$ cat src/pkg/tccp_pkg.sv
// Constants and types for the six-channel capture/compare/PWM timer
package tccp_pkg;

  // ---------------------------------------------------------------
  // Sizes
  // ---------------------------------------------------------------
  localparam int unsigned NUM_CHAN = 6;
  localparam int unsigned CNT_W    = 16;
  localparam int unsigned BYTE_W   = 8;

  // ---------------------------------------------------------------
  // Reset values
  // ---------------------------------------------------------------
  localparam logic [15:0] MOD_RST  = 16'hffff;
  localparam logic [15:0] CNT_RST  = 16'h0000;
  localparam logic [2:0]  PS_RST   = 3'h0;

  // ---------------------------------------------------------------
  // Edge/level select encodings (hi:lo)
  // ---------------------------------------------------------------
  localparam logic [1:0] ELS_NONE  = 2'h0;  // Capture: off, compare: flag only, pin released
  localparam logic [1:0] ELS_RISE  = 2'h1;  // Capture rising, compare toggle
  localparam logic [1:0] ELS_FALL  = 2'h2;  // Capture falling, compare clear
  localparam logic [1:0] ELS_ANY   = 2'h3;  // Capture both, compare set

  // ---------------------------------------------------------------
  // Channel mode type (from buffer_sel:unbuffered_mode_sel)
  // ---------------------------------------------------------------
  typedef enum logic [1:0] {
    TCCP_CAPTURE  = 2'b00,
    TCCP_UNBUF    = 2'b01,
    TCCP_BUF      = 2'b10
  } tccp_mode_t;

  // Pin synchroniser gives two cycles; the latch stage adds a third to capture
  localparam int unsigned CAPT_LAT = 2;

endpackage : tccp_pkg

$ cat src/hdl/tccp_timer.sv
// Six-channel capture/compare/PWM timer around a shared 16-bit counter
`timescale 1ns/10ps

// How it works
// - Two edge-level bits per channel pick rising, falling or either edge.
// - Each channel value is 16 bits, split into high and low bytes.
// - Active capture edge copies the counter into the channel value.
// - Capture happens on every selected edge regardless of the event flag.
// - Set event flag with its interrupt enable raises the interrupt request.
// - Captured value lands three clock cycles after the pin edge.
// - New capture overwrites the older value.
// - Reset leaves channel value registers untouched.
// - Compare match sets, clears or toggles the channel pin.
// - Compare match sets the channel event flag.
// - Unbuffered compare values take effect immediately on write.
// - Buffer select on channel 0 links channels 0 and 1 on pin 0.
// - Linked pair switches to most recently written set at overflow.
// - Linked even control governs pair; odd pin released to GPIO.
// - Buffer select on channel 2 links channels 2 and 3.
// - Buffer select on channel 4 links channels 4 and 5.
// - Toggle-at-wrap toggles the pin when the counter hits modulo.
// - Modulo 255 undivided gives a 256-clock PWM period.
// - Counter is 16-bit up, free running or bounded by modulo.
// - Mode 01 is unbuffered, 10 buffered; buffer bit has priority.
// - With clear on compare, no toggle-at-wrap gives 0% duty; full duty bit with toggle-at-wrap gives 100%.
module tccp_timer
  import tccp_pkg::*;
#(
  parameter int unsigned N = NUM_CHAN
) (
  input  wire logic             i_clk,
  input  wire logic             i_rst,
  input  wire logic             i_stop,
  input  wire logic             i_cnt_clr,
  input  wire logic [2:0]       i_prescale,
  input  wire logic [15:0]      i_modulo,
  input  wire logic [N-1:0]     i_pin,
  input  wire logic [N-1:0]     i_unbuffered_mode_sel,
  input  wire logic [N-1:0]     i_buffer_sel,
  input  wire logic [N-1:0]     i_edge_level_sel_hi,
  input  wire logic [N-1:0]     i_edge_level_sel_lo,
  input  wire logic [N-1:0]     i_toggle_at_wrap,
  input  wire logic [N-1:0]     i_full_duty_sel,
  input  wire logic [N-1:0]     i_int_en,
  input  wire logic [N-1:0]     i_flag_clr,
  input  wire logic [N-1:0]     i_val_wr_hi,
  input  wire logic [N-1:0]     i_val_wr_lo,
  input  wire logic [7:0]       i_wdata,
  output logic      [15:0]      o_count,
  output logic      [N*16-1:0]  o_chan_value,
  output logic      [N-1:0]     o_chan_event_flag,
  output logic      [N-1:0]     o_pin,
  output logic      [N-1:0]     o_pin_oe_n,
  output logic      [N-1:0]     o_irq,
  output logic                  o_overflow,
  output logic      [2:0]       o_active_odd
);

  // -------------------------------------------------------------
  // Helpers
  // -------------------------------------------------------------
  // Mode from the select bits, buffer bit wins
  function automatic tccp_mode_t mode_of(input logic b, input logic a);
    if (b) begin
      return TCCP_BUF;
    end else if (a) begin
      return TCCP_UNBUF;
    end
    return TCCP_CAPTURE;
  endfunction : mode_of

  // Edge qualifier for capture
  function automatic logic edge_hit(input logic [1:0] sel,
                                    input logic cur, input logic prv);
    case (sel)
      ELS_RISE: return cur & ~prv;
      ELS_FALL: return ~cur & prv;
      ELS_ANY:  return cur ^ prv;
      default:  return 1'b0;
    endcase
  endfunction : edge_hit

  // -------------------------------------------------------------
  // Prescaler and counter
  // -------------------------------------------------------------
  logic [6:0]  pre_q, pre_d;
  logic [15:0] cnt_q, cnt_d;
  logic        tick, wrap;

  // Divider tick: divide by 2**prescale
  always_comb begin
    pre_d = pre_q + 7'h01;
    tick  = 1'b0;
    if (i_prescale == PS_RST) begin
      tick = 1'b1;
    end else if (pre_q[i_prescale - 3'h1 +: 1] == 1'b1 &&
                 (pre_q & ((7'h01 << i_prescale) - 7'h01)) ==
                 ((7'h01 << i_prescale) - 7'h01)) begin
      tick = 1'b1;
    end
    if (i_stop) begin
      tick  = 1'b0;
      pre_d = pre_q;
    end
    if (i_cnt_clr) begin
      pre_d = 7'h00;
    end
  end

  // Up count, modulo plus one counts per period
  always_comb begin
    wrap  = tick && (cnt_q == i_modulo);
    cnt_d = cnt_q;
    if (i_cnt_clr) begin
      cnt_d = CNT_RST;
    end else if (wrap) begin
      cnt_d = CNT_RST;
    end else if (tick) begin
      cnt_d = cnt_q + 16'h0001;
    end
  end

  // Counter registers
  always_ff @(posedge i_clk or posedge i_rst) begin
    if (i_rst) begin
      pre_q <= 7'h00;
      cnt_q <= CNT_RST;
    end else begin
      pre_q <= pre_d;
      cnt_q <= cnt_d;
    end
  end

  assign o_count    = cnt_q;
  assign o_overflow = wrap;

  // -------------------------------------------------------------
  // Pin synchronisers and edge history
  // -------------------------------------------------------------
  logic [N-1:0] sync1_q, sync2_q, prev_q;

  // Two-stage sync; prev only looks at the second stage
  always_ff @(posedge i_clk or posedge i_rst) begin
    if (i_rst) begin
      sync1_q <= '0;
      sync2_q <= '0;
      prev_q  <= '0;
    end else begin
      sync1_q <= i_pin;
      sync2_q <= sync1_q;
      prev_q  <= sync2_q;
    end
  end

  // -------------------------------------------------------------
  // Channel logic
  // -------------------------------------------------------------
  logic [15:0]  val_q [N];
  logic [15:0]  val_d [N];
  logic [N-1:0] flag_q, flag_d, pin_q, pin_d, capt, match;
  logic [2:0]   act_q, act_d;    // Odd set active, per pair
  logic [2:0]   sel_q, sel_d;    // Odd set written last, per pair
  logic [N-1:0] oe_n;

  always_comb begin
    for (int i = 0; i < N; i++) begin
      val_d[i] = val_q[i];
    end
    flag_d = flag_q;
    pin_d  = pin_q;
    act_d  = act_q;
    sel_d  = sel_q;
    capt   = '0;
    match  = '0;
    oe_n   = '1;
    for (int p = 0; p < N / 2; p++) begin
      int e;
      int o;
      tccp_mode_t me;
      e  = 2 * p;
      o  = e + 1;
      me = mode_of(i_buffer_sel[e], i_unbuffered_mode_sel[e]);
      // Track last-written set of the pair
      if (i_val_wr_hi[o] || i_val_wr_lo[o]) begin
        sel_d[p] = 1'b1;
      end else if (i_val_wr_hi[e] || i_val_wr_lo[e]) begin
        sel_d[p] = 1'b0;
      end
      // Start on the even set when unlinked
      if (me != TCCP_BUF) begin
        act_d[p] = 1'b0;
        sel_d[p] = 1'b0;
      end else if (wrap) begin
        act_d[p] = sel_d[p];
      end
      for (int k = 0; k < 2; k++) begin
        int c;
        logic [1:0] els;
        tccp_mode_t m;
        logic linked_odd;
        logic [15:0] cmpv;
        c   = e + k;
        els = {i_edge_level_sel_hi[c], i_edge_level_sel_lo[c]};
        m   = mode_of(i_buffer_sel[c], i_unbuffered_mode_sel[c]);
        // Odd channel idle while linked, pin released
        linked_odd = (k == 1) && (me == TCCP_BUF);
        cmpv = (me == TCCP_BUF && k == 0 && act_q[p]) ? val_q[o] : val_q[c];
        // Software byte writes take effect at once
        if (i_val_wr_hi[c]) begin
          val_d[c][15:8] = i_wdata;
        end
        if (i_val_wr_lo[c]) begin
          val_d[c][7:0] = i_wdata;
        end
        if (linked_odd) begin
          oe_n[c] = 1'b1;
        end else if (m == TCCP_CAPTURE) begin
          capt[c] = edge_hit(els, sync2_q[c], prev_q[c]);
          if (capt[c]) begin
            val_d[c] = cnt_q;
          end
        end else begin
          oe_n[c]  = (els == ELS_NONE);
          match[c] = tick && (cnt_q == cmpv);
          // Toggle at wrap, forced high when full duty and toggle-at-wrap are both set
          if (wrap && i_toggle_at_wrap[c]) begin
            pin_d[c] = ~pin_q[c];
          end
          if (match[c]) begin
            case (els)
              ELS_RISE: pin_d[c] = ~pin_q[c];
              ELS_FALL: pin_d[c] = 1'b0;
              ELS_ANY:  pin_d[c] = 1'b1;
              default:  pin_d[c] = pin_q[c];
            endcase
          end
          if (i_full_duty_sel[c] && i_toggle_at_wrap[c]) begin
            pin_d[c] = 1'b1;
          end
        end
        // Event sets win over the clear
        if (capt[c] || match[c]) begin
          flag_d[c] = 1'b1;
        end else if (i_flag_clr[c]) begin
          flag_d[c] = 1'b0;
        end
      end
    end
  end

  // Control state
  always_ff @(posedge i_clk or posedge i_rst) begin
    if (i_rst) begin
      flag_q <= '0;
      pin_q  <= '0;
      act_q  <= 3'h0;
      sel_q  <= 3'h0;
    end else begin
      flag_q <= flag_d;
      pin_q  <= pin_d;
      act_q  <= act_d;
      sel_q  <= sel_d;
    end
  end

  always_ff @(posedge i_clk) begin
    for (int i = 0; i < N; i++) begin
      val_q[i] <= val_d[i];
    end
  end

  // Output packing
  always_comb begin
    for (int i = 0; i < N; i++) begin
      o_chan_value[i*16 +: 16] = val_q[i];
    end
  end

  assign o_irq             = flag_q & i_int_en;
  assign o_chan_event_flag = flag_q;
  assign o_pin             = pin_q;
  assign o_pin_oe_n        = oe_n;
  assign o_active_odd      = act_q;
endmodule : tccp_timer

$ cat config.mk
export PLATFORM = sky130hd
export DESIGN_NAME = tccp_timer
export DESIGN_NICKNAME = d
export VERILOG_FILES = /design/src/pkg/tccp_pkg.sv /design/src/hdl/tccp_timer.sv
export SDC_FILE = /design/constraint.sdc
export NUM_CORES = 1
export LEC_CHECK = 0
export ABC_AREA = 1
export BUFFER_PORTS_ARGS = -buffer_cell sky130_fd_sc_hd__buf_2
export CORE_ASPECT_RATIO = 1.5
export CORE_UTILIZATION = 50
export CTS_BUF_LIST = sky130_fd_sc_hd__clkbuf_8
export CTS_CLUSTER_DIAMETER = 60
export DETAILED_ROUTE_END_ITERATION = 12
export PLACE_DENSITY_LB_ADDON = 0.2
export SETUP_SLACK_MARGIN = 0.3
export SYNTH_ARGS = -nofsm -noshare
export SYNTH_HDL_FRONTEND = slang
export SYNTH_SLANG_ARGS = --single-unit
$ cat constraint.sdc
create_clock -name i_clk -period 3.99 [get_ports i_clk]
set_input_delay 0.399 -clock i_clk [delete_from_list [all_inputs] [get_ports i_clk]]
set_output_delay 0.399 -clock i_clk [all_outputs]
set_load 0.03 [all_outputs]
==> results.txt <==
Run status: finished clean
TritonCTS Buffers: 17
Clock Tree Root: clkbuf_8
Final worst-path cycle share: 88.1%
Postcts setup bufs: 0
Fillers: 1956
Mapped cell area: 10300 um^2
Tot GR Track Use: 31.2%
Ratio of cells with drive above 1 in the final layout: 18.5%
Starting Density: 51.5%
Routability cong.: 0.883
CTS tree: done
Synth Area per Inst: 6.57 um^2
H-Tree Depth: 4
Worst stage delay on the critical path: 590 ps
Power Dens Cells: 362 nW/um^2
HPWL after DPL: 25.0 mm
Final #Nets: 1881
Drt via density: 5.46
Area after DPL: 11500 um^2
Flops & latches, synth: 155
Vias in the first global route: 9945
Core area: 19900 um^2
Setup violations, final: 0
Layout area overhead: 16.1%
CP max stage cell: dfrtp_1
Leakage: 6.42 nW
Num ports: 237
Crit-path cells: inv_1, or2_2, and3_1, nand4_1, nor2_2, nand3_2, inv_2, buf_2
RSZ-0062 raised after global routing: false
Fin area: 11900 um^2
Number of flops mapped to enable cells by yosys: 0
Die width: 119 um
Hold_buf cts: 0
Clock slew seen by the registers of the worst setup and hold paths: 90 ps
CP required: 3590 ps
DRC: 0
CP arrival: 3120 ps
Syn nets: 1692
Max-Cap Viols: 0
Max Root-Sink Buffers: 2
Clock latency on the worst-skew pair: 480 ps
Die height: 178 um
Total of warnings raised by yosys: 0
Crit. End Element: output port
Post-route ant nets: 0
Placed Cells incl. Taps: 1993
Hold WC Path Type: primary input to flip-flop
Row count: 63
Post-synthesis sequential area ratio: 33.1%
Clock sinks: 155
Rel. slew slack: 19.7%
Post-route insts no fill: 2025
Hold Fails Final Rpt: 0
CP Class: flip-flop to output port
Worst Path Max Fanout: 13
Via count: 11100
Post-synth ARST share: 38.1%
Initial antenna violation count: 1
Worst setup SP type: flip-flop
Setup TNS: 0 ps
First-pass GRT wire length: 51.0 mm
Cts repair resizes: 0
Final-report max-slew violation count: 0
DRT Wirelength: 33.4 mm
Pin count of the biggest net entering global routing: 42
IO Port Bufs: 236
Antenna fix cells: 0
VDD IR max: 0.194 mV
Achievable Freq: 0.284 GHz
Die area: 21100 um^2
Distinct cells, synth: 43
Synthesized instance count: 1563
Drt wl/cell: 16.5 um
Remaining global-route overflow: 0
Worst Skew: 12.1 ps
Worst Tran Pin Value: 1200 ps
Dominant synthesized flop cell: dfxtp_1
Initial drt markers: 801
DRT Pass-1 Iters: 7
Final Critical Period: 3520 ps
[path summary, 6_finish.rpt]
| path | from | endpoint | slack, ps | depth (start not counted) |
|---|---|---|---|---|
| max reg2reg | o_active_odd[2] | o_pin[4] | 1200 | 13 |
| min in group asynchronous | i_rst | sync1_q[2] | 120 | 2 |
| min reg2reg | sync1_q[2] | sync2_q[2] | 350 | 0 |
| min | i_pin[3] | sync1_q[3] | 30 | 1 |
| max | o_count[7] | o_overflow | 470 | 8 |
| max in group asynchronous | i_rst | sync1_q[5] | 3030 | 3 |
[logic make-up after synthesis]
kind of cell / share of synthesized area, %
mux: 1.85
compound gates: 13.1
simple gates: 34.0
xor+xnor: 4.18
buf+inv: 9.90
flops: 33.1
fa+ha+maj: 3.90
[metrics by stage]
stage	setup WS (ps)	util [%]	total power, W	hold slack, ps
4_1_cts	487	59.8	0.00432	15.8
3_5_place_dp	832	57.7	0.00306	336
3_3_place_gp	875	57.7	0.00304	332
6_report	474	59.8	0.00432	29.5
5_1_grt	310	59.8	0.00452	11.0
2_1_floorplan	1580	-	0.00267	331
[cell usage in the layout (no fill, tap or decap), drive strengths merged]
cell / n
a21oi: 37
a221oi: 1
a31oi: 26
and2: 1
and3: 2
buf: 251
bufinv: 3
clkbuf: 18
clkinv: 10
clkinvlp: 5
dfrtp: 59
dfxtp: 96
ha: 32
inv: 161
mux2i: 19
nand2: 507
nand3: 125
nand3b: 3
nand4: 35
nor2: 120
nor3: 13
nor3b: 1
nor4: 2
o211ai: 13
o21ai: 152
o221ai: 3
o22ai: 8
or2: 13
xnor2: 16
xor2: 33
[Yosys cell counts, drive strengths merged (33+ instances only)]
library cell  instances  share of area [%]
nand2               507                 19
inv                 161                5.9
o21ai               152                7.4
nand3               125                6.1
nor2                120                4.6
dfxtp                96                 19
dfrtp                59                 14
clkbuf               41                1.5
buf                  40                2.3
a21oi                37                1.8
nand4                35                2.1
xor2                 33                2.8
[worst max-delay path, delay by kind of cell (launching register included)]
kind / cells / cell delay (ps)
DFF: 1 / 590
and+or+nand+nor: 5 / 1130
buffers and inverters: 3 / 930
[layout make-up]
| type | count | area (um^2) | share of cell area, % |
|---|---|---|---|
| flip-flops and latches | 155 | 3400 | 28.5 |
| well taps | 260 | 325 | 2.73 |
| repair buffers | 251 | 1290 | 10.9 |
| clock buffers | 18 | 248 | 2.08 |
| clock inverters | 14 | 173 | 1.45 |
| inverters | 165 | 624 | 5.24 |
| multi-input cells | 1162 | 5860 | 49.1 |
[routing by layer]
metal  wire length, um  track usage, %
met5                10               0
met3              2000            5.37
met1             12800            34.6
met2             16900            56.0
met4              1670            17.5
[power by group]
part           internal [W]  total (W)  switching (W)
logic              0.000380    0.00119       0.000807
clock network      0.000635    0.00128       0.000647
registers           0.00171    0.00185       0.000144
total               0.00272    0.00432        0.00160
[registers in the layout, summed over array words and instances (netlist names)]
| signal | count |
|---|---|
| sync1_q | 6 |
| pre_q | 7 |
| sync2_q | 6 |
| o_count | 16 |
| sel_q | 3 |
| o_active_odd | 3 |
| val_q | 96 |
| o_chan_event_flag | 6 |
| prev_q | 6 |
| o_pin | 6 |
(Power assumes the default switching activity.)
